File: src/mode_ctrl_pkg.sv
// package: register map, field positions, reset values and timing counts
package mode_ctrl_pkg;
  // ------------------------------------------------------------
  // register map
  // ------------------------------------------------------------
  localparam logic [11:0] basic_mode_control_off = 12'h000;
  localparam logic [11:0] link_status_off = 12'h004;
  localparam logic [11:0] event_status_off = 12'h008;
  localparam logic [11:0] fixed_info_off = 12'h00c;
  localparam logic [11:0] reset_time_off = 12'h010;
  // ------------------------------------------------------------
  // basic_mode_control fields
  // ------------------------------------------------------------
  localparam int sw_reset_bit = 15;
  localparam int loopback_bit = 14;
  localparam int speed_bit = 13;
  localparam int autoneg_bit = 12;
  localparam int power_down_bit = 11;
  localparam int duplex_bit = 8;
  localparam logic [15:0] control_write_mask = 16'h7900;
  // ------------------------------------------------------------
  // event_status fields
  // ------------------------------------------------------------
  localparam int rx_err_count_lsb = 0;
  localparam int rx_err_count_w = 8;
  localparam int link_fail_bit = 8;
  localparam int link_up_latched_bit = 9;
  // ------------------------------------------------------------
  // fixed values (arbitrary neutral value)
  // ------------------------------------------------------------
  localparam logic [15:0] fixed_info_value = 16'h0a5c;
  // ------------------------------------------------------------
  // timing
  // ------------------------------------------------------------
  localparam int clk_mhz = 250;
  localparam int sw_reset_ns = 1000;
  localparam logic [15:0] sw_reset_cycles = 16'((sw_reset_ns * clk_mhz) / 1000);
  localparam int loopback_dead_us = 500;
  localparam logic [31:0] loopback_dead_cycles = 32'(loopback_dead_us * clk_mhz);
  // ------------------------------------------------------------
  // bus answers
  // ------------------------------------------------------------
  localparam logic [1:0] resp_okay = 2'b00;
  localparam logic [1:0] resp_slverr = 2'b10;
endpackage : mode_ctrl_pkg

File: src/sync2.sv
// two-flop synchroniser for pin levels
`timescale 1ns/1ps
module sync2 (
  // clock and reset
  input wire logic i_clk,
  input wire logic i_nrst,
  // level
  input wire logic i_d,
  output logic o_q
);
  logic meta;
  logic next_meta;
  logic next_q;

  always_comb begin
    next_meta = i_d;
    next_q = meta;
  end

  always_ff @(posedge i_clk or negedge i_nrst) begin
    if (!i_nrst) begin
      meta <= 1'b0;
      o_q <= 1'b0;
    end else begin
      meta <= next_meta;
      o_q <= next_q;
    end
  end
endmodule : sync2

File: src/reset_timer.sv
// software reset sequencer: busy while counting down
`timescale 1ns/1ps
module reset_timer
  import mode_ctrl_pkg::*;
(
  // clock and reset
  input wire logic i_clk,
  input wire logic i_nrst,
  // control
  input wire logic i_start,
  input wire logic [15:0] i_cycles,
  output logic o_busy,
  output logic o_done
);
  logic [15:0] count;
  logic [15:0] next_count;
  logic next_busy;
  logic next_done;

  always_comb begin
    next_count = count;
    next_busy = o_busy;
    next_done = 1'b0;
    if (i_start && !o_busy) begin
      next_busy = 1'b1;
      next_count = (i_cycles == 16'h0000) ? 16'h0001 : i_cycles;
    end else if (o_busy) begin
      if (count == 16'h0001) begin
        next_busy = 1'b0;
        next_done = 1'b1;
        next_count = 16'h0000;
      end else begin
        next_count = count - 16'h0001;
      end
    end
  end

  always_ff @(posedge i_clk or negedge i_nrst) begin
    if (!i_nrst) begin
      count <= 16'h0000;
      o_busy <= 1'b0;
      o_done <= 1'b0;
    end else begin
      count <= next_count;
      o_busy <= next_busy;
      o_done <= next_done;
    end
  end
endmodule : reset_timer

File: src/basic_mode_control_reg.sv
// basic mode control register bank with status registers on axi4-lite
//
// The AXI4-Lite register port was left to the implementer.
`timescale 1ns/1ps
// Behaviour
// - a read-only clear-after-read field returns its value on read and then clears to zero; here an error pulse in the read cycle still counts, leaving one.
// - a latched-high bit goes to one on its event and holds until its register is read.
// - a latched-low bit goes to zero on its event and holds zero until its register is read.
// - a self-clearing bit sets on its event and clears itself when the event ends.
// - read-only fixed fields always return their fixed value and ignore writes.
// - writing one to bit 15 starts a software reset that reads one until done, reset value 0.
// - a software reset re-samples the straps so strapped fields take their strap values again.
// - bit 14 set routes mii transmit data into the mii receive path, resets to 0.
// - with auto-negotiation off, bit 13 picks 100 Mb/s (one) or 10 Mb/s (zero), strap default.
// - bit 12 auto-negotiation enable resets from its strap and stays writable.
// - with auto-negotiation on, bits 8 and 13 are ignored; off, they alone set duplex and speed.
// - bit 11 set powers down everything but the register block, resets to 0; with bit 14 also set, loopback still drives o_mii_rxd.
// - with auto-negotiation off, bit 8 picks full (one) or half (zero) duplex, strap default.
module basic_mode_control_reg
  import mode_ctrl_pkg::*;
(
  // clock and reset
  input wire logic i_clk,
  input wire logic i_nrst,
  // axi4-lite write address and data
  input wire logic i_awvalid,
  output logic o_awready,
  input wire logic [11:0] i_awaddr,
  input wire logic i_wvalid,
  output logic o_wready,
  input wire logic [31:0] i_wdata,
  input wire logic [3:0] i_wstrb,
  // axi4-lite write response
  output logic o_bvalid,
  input wire logic i_bready,
  output logic [1:0] o_bresp,
  // axi4-lite read
  input wire logic i_arvalid,
  output logic o_arready,
  input wire logic [11:0] i_araddr,
  output logic o_rvalid,
  input wire logic i_rready,
  output logic [31:0] o_rdata,
  output logic [1:0] o_rresp,
  // strap pins
  input wire logic i_strap_speed,
  input wire logic i_strap_autoneg,
  input wire logic i_strap_duplex,
  // status events from the phy core
  input wire logic i_rx_err_pulse,
  input wire logic i_link_ok,
  // mii data path
  input wire logic [3:0] i_mii_txd,
  input wire logic i_mii_tx_en,
  input wire logic [3:0] i_line_rxd,
  input wire logic i_line_rx_dv,
  output logic [3:0] o_mii_rxd,
  output logic o_mii_rx_dv,
  // operating mode to the phy core
  output logic o_speed_100,
  output logic o_full_duplex,
  output logic o_autoneg_en,
  output logic o_power_down,
  output logic o_core_reset,
  output logic o_loopback_settling
);
  // ------------------------------------------------------------
  // strap synchronisers
  // ------------------------------------------------------------
  logic strap_speed_s;
  logic strap_autoneg_s;
  logic strap_duplex_s;
  sync2 u_sync_speed (.i_clk(i_clk), .i_nrst(i_nrst), .i_d(i_strap_speed), .o_q(strap_speed_s));
  sync2 u_sync_an (.i_clk(i_clk), .i_nrst(i_nrst), .i_d(i_strap_autoneg), .o_q(strap_autoneg_s));
  sync2 u_sync_dup (.i_clk(i_clk), .i_nrst(i_nrst), .i_d(i_strap_duplex), .o_q(strap_duplex_s));

  function automatic logic [31:0] merge(input logic [31:0] old, input logic [31:0] data,
                                        input logic [3:0] strb);
    logic [31:0] r;
    r = old;
    for (int i = 0; i < 4; i++) begin
      if (strb[i]) begin
        r[i*8 +: 8] = data[i*8 +: 8];
      end
    end
    return r;
  endfunction : merge

  // ------------------------------------------------------------
  // bus handshake state
  // ------------------------------------------------------------
  logic aw_held;
  logic w_held;
  logic [11:0] aw_addr;
  logic [31:0] w_data;
  logic [3:0] w_strb;
  logic next_aw_held;
  logic next_w_held;
  logic [11:0] next_aw_addr;
  logic [31:0] next_w_data;
  logic [3:0] next_w_strb;
  logic next_bvalid;
  logic [1:0] next_bresp;
  logic next_rvalid;
  logic [31:0] next_rdata;
  logic [1:0] next_rresp;
  logic do_write;
  logic do_read;

  // ------------------------------------------------------------
  // register state
  // ------------------------------------------------------------
  logic [15:0] control;
  logic [15:0] next_control;
  logic [1:0] strap_age;
  logic [1:0] next_strap_age;
  logic [15:0] reset_len;
  logic [15:0] next_reset_len;
  logic [7:0] rx_err_count;
  logic [7:0] next_rx_err_count;
  logic link_fail_latched;
  logic next_link_fail_latched;
  logic link_up_latched;
  logic next_link_up_latched;
  logic [31:0] dead_count;
  logic [31:0] next_dead_count;
  logic rst_busy;
  logic rst_done;
  logic rst_start;

  assign o_awready = !aw_held && !o_bvalid;
  assign o_wready = !w_held && !o_bvalid;
  assign o_arready = !o_rvalid;

  always_comb begin
    next_aw_held = aw_held;
    next_w_held = w_held;
    next_aw_addr = aw_addr;
    next_w_data = w_data;
    next_w_strb = w_strb;
    next_bvalid = o_bvalid;
    next_bresp = o_bresp;
    if (i_awvalid && o_awready) begin
      next_aw_held = 1'b1;
      next_aw_addr = i_awaddr;
    end
    if (i_wvalid && o_wready) begin
      next_w_held = 1'b1;
      next_w_data = i_wdata;
      next_w_strb = i_wstrb;
    end
    do_write = aw_held && w_held && !o_bvalid;
    if (do_write) begin
      next_aw_held = 1'b0;
      next_w_held = 1'b0;
      next_bvalid = 1'b1;
      next_bresp = (aw_addr == basic_mode_control_off || aw_addr == reset_time_off ||
                    aw_addr == link_status_off || aw_addr == event_status_off ||
                    aw_addr == fixed_info_off) ? resp_okay : resp_slverr;
    end else if (o_bvalid && i_bready) begin
      next_bvalid = 1'b0;
    end
  end

  always_comb begin
    do_read = i_arvalid && o_arready;
    next_rvalid = o_rvalid;
    next_rdata = o_rdata;
    next_rresp = o_rresp;
    if (do_read) begin
      next_rvalid = 1'b1;
      next_rresp = resp_okay;
      case (i_araddr)
        basic_mode_control_off: next_rdata = {16'h0000, control};
        link_status_off: next_rdata = {30'h0, rst_busy, o_loopback_settling};
        event_status_off: next_rdata = {22'h0, link_up_latched, link_fail_latched, rx_err_count};
        fixed_info_off: next_rdata = {16'h0000, fixed_info_value};
        reset_time_off: next_rdata = {16'h0000, reset_len};
        default: begin
          next_rdata = 32'h0000_0000;
          next_rresp = resp_slverr;
        end
      endcase
    end else if (o_rvalid && i_rready) begin
      next_rvalid = 1'b0;
    end
  end

  // ------------------------------------------------------------
  // control and status next values
  // ------------------------------------------------------------
  logic [31:0] wr_merged;
  logic [31:0] rt_merged;
  logic event_read;
  always_comb begin
    wr_merged = merge({16'h0000, control}, w_data, w_strb);
    rt_merged = merge({16'h0000, reset_len}, w_data, w_strb);
    event_read = do_read && i_araddr == event_status_off;
    next_control = control;
    next_strap_age = (strap_age == 2'd3) ? strap_age : strap_age + 2'd1;
    next_reset_len = reset_len;
    rst_start = 1'b0;
    // straps need two edges through the synchronisers before they are loaded
    if (strap_age == 2'd2 || rst_done) begin
      next_control = 16'h0000;
      next_control[speed_bit] = strap_speed_s;
      next_control[autoneg_bit] = strap_autoneg_s;
      next_control[duplex_bit] = strap_duplex_s;
    end else if (do_write && aw_addr == basic_mode_control_off && !rst_busy) begin
      next_control = (wr_merged[15:0] & control_write_mask) | (control & ~control_write_mask);
      if (wr_merged[sw_reset_bit]) begin
        next_control[sw_reset_bit] = 1'b1;
        rst_start = 1'b1;
      end
    end
    // a zero length is ignored so the timer can never stall
    if (do_write && aw_addr == reset_time_off && rt_merged[15:0] != 16'h0000) begin
      next_reset_len = rt_merged[15:0];
    end
    // counter: read returns old value, clears, but a same-cycle error still counts
    next_rx_err_count = event_read ? 8'h00 : rx_err_count;
    if (i_rx_err_pulse && next_rx_err_count != 8'hff) begin
      next_rx_err_count = next_rx_err_count + 8'h01;
    end
    next_link_fail_latched = (event_read ? 1'b0 : link_fail_latched) | !i_link_ok;
    next_link_up_latched = (event_read ? i_link_ok : link_up_latched) & i_link_ok;
    // dead time after loopback rises; status only, the link partner waits it out
    next_dead_count = dead_count;
    if (next_control[loopback_bit] && !control[loopback_bit]) begin
      next_dead_count = loopback_dead_cycles;
    end else if (!control[loopback_bit]) begin
      next_dead_count = 32'h0;
    end else if (dead_count != 32'h0) begin
      next_dead_count = dead_count - 32'h1;
    end
  end

  assign o_loopback_settling = dead_count != 32'h0;

  reset_timer u_reset_timer (
    .i_clk(i_clk),
    .i_nrst(i_nrst),
    .i_start(rst_start),
    .i_cycles(reset_len),
    .o_busy(rst_busy),
    .o_done(rst_done)
  );

  // ------------------------------------------------------------
  // mode outputs and mii path
  // ------------------------------------------------------------
  logic [3:0] next_rxd;
  logic next_rx_dv;
  always_comb begin
    if (control[loopback_bit]) begin
      next_rxd = i_mii_txd;
      next_rx_dv = i_mii_tx_en;
    end else if (control[power_down_bit]) begin
      next_rxd = 4'h0;
      next_rx_dv = 1'b0;
    end else begin
      next_rxd = i_line_rxd;
      next_rx_dv = i_line_rx_dv;
    end
  end

  // speed and duplex fixed by negotiation when it is on (defaults shown here)
  assign o_speed_100 = control[autoneg_bit] ? 1'b1 : control[speed_bit];
  assign o_full_duplex = control[autoneg_bit] ? 1'b1 : control[duplex_bit];
  assign o_autoneg_en = control[autoneg_bit];
  assign o_power_down = control[power_down_bit];
  assign o_core_reset = rst_busy;

  // ------------------------------------------------------------
  // registers
  // ------------------------------------------------------------
  always_ff @(posedge i_clk or negedge i_nrst) begin
    if (!i_nrst) begin
      aw_held <= 1'b0;
      w_held <= 1'b0;
      aw_addr <= 12'h000;
      w_data <= 32'h0000_0000;
      w_strb <= 4'h0;
      o_bvalid <= 1'b0;
      o_bresp <= 2'b00;
      o_rvalid <= 1'b0;
      o_rdata <= 32'h0000_0000;
      o_rresp <= 2'b00;
      control <= 16'h0000;
      strap_age <= 2'd0;
      reset_len <= sw_reset_cycles;
      rx_err_count <= 8'h00;
      link_fail_latched <= 1'b0;
      link_up_latched <= 1'b0;
      dead_count <= 32'h0;
      o_mii_rxd <= 4'h0;
      o_mii_rx_dv <= 1'b0;
    end else begin
      aw_held <= next_aw_held;
      w_held <= next_w_held;
      aw_addr <= next_aw_addr;
      w_data <= next_w_data;
      w_strb <= next_w_strb;
      o_bvalid <= next_bvalid;
      o_bresp <= next_bresp;
      o_rvalid <= next_rvalid;
      o_rdata <= next_rdata;
      o_rresp <= next_rresp;
      control <= next_control;
      strap_age <= next_strap_age;
      reset_len <= next_reset_len;
      rx_err_count <= next_rx_err_count;
      link_fail_latched <= next_link_fail_latched;
      link_up_latched <= next_link_up_latched;
      dead_count <= next_dead_count;
      o_mii_rxd <= next_rxd;
      o_mii_rx_dv <= next_rx_dv;
    end
  end
endmodule : basic_mode_control_reg

File: config.mk
export PLATFORM = sky130hd
export DESIGN_NAME = basic_mode_control_reg
export DESIGN_NICKNAME = d
export VERILOG_FILES = /design/src/mode_ctrl_pkg.sv /design/src/sync2.sv /design/src/reset_timer.sv /design/src/basic_mode_control_reg.sv
export SDC_FILE = /design/constraint.sdc
export NUM_CORES = 1
export LEC_CHECK = 0
export BUFFER_PORTS_ARGS = -buffer_cell sky130_fd_sc_hd__clkbuf_2
export CORE_MARGIN = 8
export CORE_UTILIZATION = 25
export CTS_CLUSTER_DIAMETER = 80
export CTS_CLUSTER_SIZE = 12
export DETAILED_ROUTE_END_ITERATION = 6
export MAX_ROUTING_LAYER = met4
export PLACE_DENSITY = 0.41
export SYNTH_ARGS = -nofsm -noshare
export SYNTH_HDL_FRONTEND = slang
export SYNTH_SLANG_ARGS = --single-unit
File: constraint.sdc
create_clock -name i_clk -period 2.3 [get_ports i_clk]
set_clock_uncertainty 0.05 [all_clocks]
set_input_delay 0.46 -clock i_clk [delete_from_list [all_inputs] [get_ports i_clk]]
set_output_delay 0.46 -clock i_clk [all_outputs]
set_load 0.01 [all_outputs]
==> impl_results.md, run 1 <==
- Worst Setup Start Kind: register
- Post-DP HPWL: 15,600 µm
- Die area: 34,900 µm²
- PnR worst setup slack: -0.104 ns
- Post-Syn Area per Cell: 10.4 µm²
- Most frequent CP cell: buf_4
- Footprint of the multi-input gates: 3580 µm²
- First-pass GRT wire length: between 30,000 and 40,000 µm
- Vias per cell: approximately 4.7
- Final slew viol count: 0
- FF-to-FF setup slack: -0.10 ns
- Number of synthesized flops with an enable pin: 0
- CP max stage delay: ~0.56 ns
- Mapped Area: 7290 µm²
- Initial antenna violation count: 0
- Synth warn: 0
- Fin crit period: 2.40 ns
- Power Density: approximately 860 nW/µm²
- Worst Setup End Kind: register
- Clk sinks: 147
- Max cap viols: 0
- CTS root buf: clkbuf_16
- Clock latency on the worst-skew pair: approximately 0.43 ns
- Outcome: finished with violations
- Worst hold path endpoint: u_sync_dup.meta$_DFF_PN0_
- Failing checks: setup timing
- Initial DRC count: between 400 and 500
- Final worst-path cycle share: 105%
- Post-synth top flop: dfrtp_1
- Synth Instances: 702
- Die width: roughly 190 µm
- Worst R2R End: dead_count[25]$_DFFE_PN0P_
- # fillers: about 3,000
- Setup Slack @ Placement: -0.185 ns
- DRT Pass-1 Iters: 5
- Register area: between 3000 and 4000 µm²
- Final hold vios: 0
- Count of cell types in the netlist: 70
- Top-Level Pins: around 130
- CP required: 2.61 ns
- Post-Route WL: ~21,000 µm
- Antenna-violating nets left: 0
- Reg2reg path depth: 8
- Design Power: around 8200 µW
- Layout cell share with drive strength beyond 1: between 30% and 40%
- GRT Total Usage: around an eighth
- CTS Buf Count: 17
- Register area share after synthesis: between 50% and 60%
- Critical-path cell list: buf_4 > buf_6 > or4_4 > nor4_4 > buf_4 > nand3b_4 > or4_1 > a21oi_1
- Synth async-reset ratio: between 90% and 100%
- Highest Clock Rate: 0.416 GHz
- Layout Nets: between 900 and 1,000
- Starting density of the core: 25.4%
- H-tree depth: 4
- Maximum vdd drop: 0.000580 V
- Final setup fails: 6
- Final setup TNS: -0.365 ns
- Crit Path Class: reg2reg
- CP Data Arrival Time: 2.71 ns
- Drt drc: 0
- Row cnt: a little over 60
- FF-to-FF Start: dead_count[1]$_DFFE_PN0P_
- #FFs+latches synth: 147
- Routed len/inst: 16.7 µm
- Hold slack final: 0.0910 ns
- Vias in the first global route: 6,148
- Clock buffer depth: 2
- I/O Buffers: 97
- GRT Residual Overflow: 0
- CTS tree: yes
- Placer Congestion: between 0.7 and 0.8
- Hold crit path type: in2reg
- Antenna Cells: 0
- Core ar.: 28,700 µm²
- Detailed-route via count: ~6,000
- Largest net degree at the start of global routing: 47
- Die Ht: 187 µm
- Layout area overhead: 31.7%
- Hold-critical path depth: 1
- Pleak: approximately 0.0045 µW
- Critical path peak fanout: 4
- Crit-path slowest cell: or4_4
- Hold wc startpoint: i_strap_duplex
- Unrepaired setup endpoints after global routing: true
- Clock-pin slew on the worst setup and hold paths: 0.07 ns
==> power by group <==
| part | switching [µW] | internal [µW] | leakage, µW |
|---|---|---|---|
| Sequential | 468 | 3030 | 0.00188 |
| Clock | 1270 | 1430 | 0.000263 |
| Combinational | 997 | 1020 | 0.00238 |
| Total | 2730 | 5480 | 0.00452 |
==> flip-flops by register name, summed over array words and instances, names as in the netlist, 2 cells and up <==
name,flops
aw_addr,12
w_strb,2
o_rdata,16
control,6
o_mii_rxd,4
reset_len,16
u_reset_timer.count,16
dead_count,32
rx_err_count,8
strap_age,2
w_data,16
==> layer usage <==
metal	track usage [%]	vias up	wire length, µm
met5	-	-	0
met4	3.60	0	233
met3	3.41	16	1030
met2	17.4	141	8920
met1	18.0	2913	11200
li1	-	2917	-
==> metrics by stage <==
stage,area (µm²),std cells,utilization (%)
after detailed placement,8740,1235,30.5
after CTS,9450,1274,32.9
after global placement,8740,1235,30.5
final,9590,1281,33.4
after floorplan,7390,719,-
after global routing,9590,1281,33.4
==> what timing repair did <==
action | in CTS | in global routing
setup endpoints to repair | 5 | 12
hold buffers | 1 | 0
pin swaps | 7 | 12
gates resized for setup | 17 | 21
cloned | 0 | 0
buffers inserted | 6 | 7
endpoints found under the hold margin | 28 | 0
==> kinds of logic (layout without fill, tap and decap cells) <==
family          after synthesis  in the layout  share of synthesized area [%]
mux                          64             64                           9.60
xor+xnor                     16             16                           1.92
flops                       147            147                           50.6
simple gates                271            271                           20.1
fa+ha+maj                     6              6                           1.03
compound gates              141            141                           12.8
buf+inv                      56            234                           3.90
other cells                   1             18                         0.0515
==> Yosys cell counts, types with 4 or more instances <==
library cell    n  area (µm²)
a211o_1         5        43.8
a21oi_1        33         165
a221o_1         5        50.1
a22o_1          7        61.3
a22oi_1        11        82.6
and2_1          5        31.3
and3_1          5        31.3
and4_1          4        35.0
buf_4          18         135
clkbuf_1       18        67.6
dfrtp_1       141        3530
dfstp_2         6         158
ha_1            6        75.1
inv_1          16        60.1
mux2_2         47         529
mux2i_1        17         170
nand2_1        49         184
nand2b_1        9        56.3
nand3_1        11        55.1
nand4_1        15        93.8
nor2_1         67         251
nor3_1         31         155
nor3b_1         4        30.0
nor4_1         21         131
o21a_1          6        45.0
o21ai_0        36         180
o31ai_1        11        82.6
or2_2           8        50.1
or3_1           7        43.8
or4_1          10        75.1
xnor2_1         8        70.1
xor2_1          8        70.1
==> worst max-delay path by stage <==
stage,startpoint,end,cells after the start
after floorplan,i_araddr[7],rx_err_count[6]$_DFF_PN0_,10
after global placement,i_araddr[7],rx_err_count[1]$_DFF_PN0_,11
after detailed placement,i_araddr[7],rx_err_count[1]$_DFF_PN0_,11
after CTS,dead_count[1]$_DFFE_PN0P_,o_loopback_settling,8
after global routing,dead_count[1]$_DFFE_PN0P_,dead_count[25]$_DFFE_PN0P_,8
final,dead_count[1]$_DFFE_PN0P_,dead_count[25]$_DFFE_PN0P_,8
==> layout make-up <==
class                   count  share of cell area (%)
clock buffers              17                    4.44
clock inverters            15                    1.45
inverters                  16                   0.652
multi-input cells         516                    37.3
flip-flops and latches    147                    38.4
well taps                 384                    5.01
repair buffers            186                    12.7
==> worst max-delay path: cells and delay by family, from the launching register on <==
family / cells / cell delay, ns
and+or+nand+nor: 4 / 1.31
DFF: 1 / 0.40
AOI/OAI and AO/OA: 1 / 0.13
buffers and inverters: 3 / 0.44
==> cells in the final DEF (no fill, tap or decap), drive strengths merged, types with 4 or more instances in the layout <==
cell type / count
xnor2: 8
dfrtp: 141
clkbuf: 112
a22o: 7
and2: 7
dfstp: 6
nor3b: 4
or4: 11
conb: 18
nand3b: 4
a221o: 5
or2: 8
or3: 8
buf: 90
a22oi: 11
xor2: 8
nand2b: 9
nor2: 67
inv: 24
o31ai: 11
o21ai: 37
nand4: 16
ha: 6
nor4: 24
nand3: 12
clkinvlp: 5
nand2: 50
a211o: 5
a21oi: 33
mux2i: 17
and3: 5
mux2: 47
nor3: 32
and4: 4
o21a: 6
Power figures use the tool's default switching activity.
==> run 2: changes to the inputs <==
RECOVER_POWER = 100   (was default)
==> run 2 against run 1 <==
  * The flow still finishes with violations (setup timing)
  * First-iteration DRC count down 4.4%
  * Register-to-register slack about the same
  * Clock power about the same
  * Setup slack about the same
  * Sequential cell count unchanged
  * Sequential share of layout area up 0.64 points
  * Largest cell class unchanged
==> impl_results.md, run 2 (synthesis results as in run 1) <==
- Outcome: finished with violations
- Failing checks: setup timing
- Top-Level Pins: 134 (unchanged)
- Detailed-route via count: 6,006 (+0.32%)
- Actual slew at the worst max-slew pin: 0.981 ns
- Clock-pin slew on the worst setup and hold paths: 0.07 ns (about the same)
- Clock latency on the worst-skew pair: 0.43 ns (about the same)
- Worst hold path endpoint: u_sync_dup.meta$_DFF_PN0_
- Leading cell type in the layout, fill and taps excluded: dfrtp_1
- Max reg flops: 32 (unchanged)
- Cell area after layout: 9440 µm² (-1.6%)
- DRT Pass-1 Iters: 5 (unchanged)
- Crit-path slowest cell: or4_4
- Final slew viol count: 0 (unchanged)
- Hold slack final: 0.0902 ns (-0.000828 ns)
- FF-to-FF Start: dead_count[1]$_DFFE_PN0P_
- Crit Path Class: reg2reg
- CP Data Arrival Time: 2.71 ns (about the same)
- FF-to-FF setup slack: -0.10 ns (about the same)
- Vias per cell: 4.69 (+0.32%)
- Setup Slack @ Placement: -0.185 ns (unchanged)
- First-pass GRT wire length: 34,800 µm (unchanged)
- Highest Clock Rate: 0.416 GHz (about the same)
- Most frequent CP cell: buf_4
- Antenna-violating nets left: 0 (unchanged)
- Layout area overhead: 29.5%
- Layout cell share with drive strength beyond 1: 31.1% (-5.0 points)
- Levels on crit path: 8 (unchanged)
- Initial DRC count: 395 (-4.4%)
- Delay-heaviest family, CP: simple AND/OR/NAND/NOR gates
- Worst R2R End: dead_count[25]$_DFFE_PN0P_
- Row cnt: 62 (unchanged)
- Buf/Inv on CP: 3 (unchanged)
- Hold crit path type: in2reg
- Max-slew headroom: between 30 and 40%
- GRT Total Usage: 12.7% (unchanged)
- Placed inst area: 8740 µm² (unchanged)
- Power Density: 863 nW/µm² (+0.76%)
- Final setup fails: 5 (-1)
- Clk sinks: 147 (unchanged)
- Most frequent cells in the layout: dfrtp_1 (140), clkbuf_2 (73), nor2_1 (65), buf_4 (64), nand2_1 (48)
- Routed len/inst: 16.7 µm (-0.12%)
- CP required: 2.61 ns (about the same)
- Pleak: 0.00437 µW (-3.5%)
- Critical-path cell list: buf_4 > buf_6 > or4_4 > nor4_4 > buf_4 > nand3b_4 > or4_1 > a21oi_1
- Vias in the first global route: 6,148 (unchanged)
- Layout Nets: 972 (unchanged)
- Post-Route WL: 21,300 µm (-0.12%)
- Starting density of the core: 25.4% (unchanged)
- Initial antenna violation count: 0 (unchanged)
- Fin crit period: 2.40 ns (-0.0000500 ns)
- Antenna Cells: 0 (unchanged)
- Die area: 34,900 µm² (unchanged)
- Die Ht: 187 µm (unchanged)
- Maximum vdd drop: 0.000537 V (-7.4%)
- Die width: 187 µm (unchanged)
- CTS Buf Count: 17 (unchanged)
- Clock buffer depth: 2 (unchanged)
- CTS root buf: clkbuf_16
- Final worst-path cycle share: 105% (about the same)
- Final hold vios: 0 (unchanged)
- Critical path peak fanout: 4 (unchanged)
- GRT Residual Overflow: 0 (unchanged)
- Placer Congestion: 0.779 (unchanged)
- Reg with most FFs: dead_count
- CP max stage delay: 0.56 ns (about the same)
- Post-DP HPWL: 15,600 µm (unchanged)
- H-tree depth: 4 (unchanged)
- PnR worst setup slack: -0.104 ns (+0.0000500 ns)
- Hold-critical path depth: 1 (unchanged)
- Max cap viols: 0 (unchanged)
- Largest net degree at the start of global routing: 47 (unchanged)
- Worst Setup Start Kind: register
- Worst Setup End Kind: register
- CTS tree: yes
- Unrepaired setup endpoints after global routing: true
- Hold wc startpoint: i_strap_duplex
- Core ar.: 28,700 µm² (unchanged)
- Reg2reg path depth: 8 (unchanged)
- Drt drc: 0 (unchanged)
- I/O Buffers: 97 (unchanged)
[run 2: metrics by stage]
| stage | total power (µW) | setup TNS [ns] | utilization (%) | std cells |
|---|---|---|---|---|
| finish | 8140 | -0.367 | 32.9 | 1281 |
| global route | 8670 | -2.34 | 32.9 | 1281 |
| CTS | 8300 | -0.107 | 32.9 | 1274 |
| detailed placement | 5520 | -1.27 | 30.5 | 1235 |
| global placement | 5520 | -1.14 | 30.5 | 1235 |
| floorplan | 4770 | -0.212 | - | 719 |
[run 2: metal layers]
layer  share of wire, %  track usage [%]  wire length, µm
met4                1.2             3.60              261
met2                 42             17.4             8920
met1                 52             18.0            11000
met5                  0                -                0
met3                5.2             3.41             1120
[run 2: worst max-delay path by stage]
| stage | start | to |
|---|---|---|
| 3_3_place_gp | i_araddr[7] | rx_err_count[1]$_DFF_PN0_ |
| 5_1_grt | dead_count[1]$_DFFE_PN0P_ | dead_count[25]$_DFFE_PN0P_ |
| 2_1_floorplan | i_araddr[7] | rx_err_count[6]$_DFF_PN0_ |
| 4_1_cts | dead_count[1]$_DFFE_PN0P_ | o_loopback_settling |
| 6_report | dead_count[1]$_DFFE_PN0P_ | dead_count[25]$_DFFE_PN0P_ |
| 3_5_place_dp | i_araddr[7] | rx_err_count[1]$_DFF_PN0_ |
[run 2: report_power, final]
group	internal [µW]	switching (µW)	total (µW)
sequential	3030	460	3490
clock	1430	1270	2700
combinational	964	988	1950
total	5430	2720	8140
[run 2: cell type report]
class	count	area (µm²)
Multi-Input combinational cell	516	3560
Tap cell	384	480
Clock inverter	15	139
Inverter	16	62.6
Sequential cell	147	3690
Timing Repair Buffer	186	1080
Clock buffer	17	425
Fill cell	3002	19300
[run 2: what timing repair did]
action	4_1_cts	5_1_grt
pin swaps	7	12
setup endpoints to repair	5	12
hold buffers	1	0
endpoints found under the hold margin	28	0
setup buffers	6	7
gates resized for setup	17	21
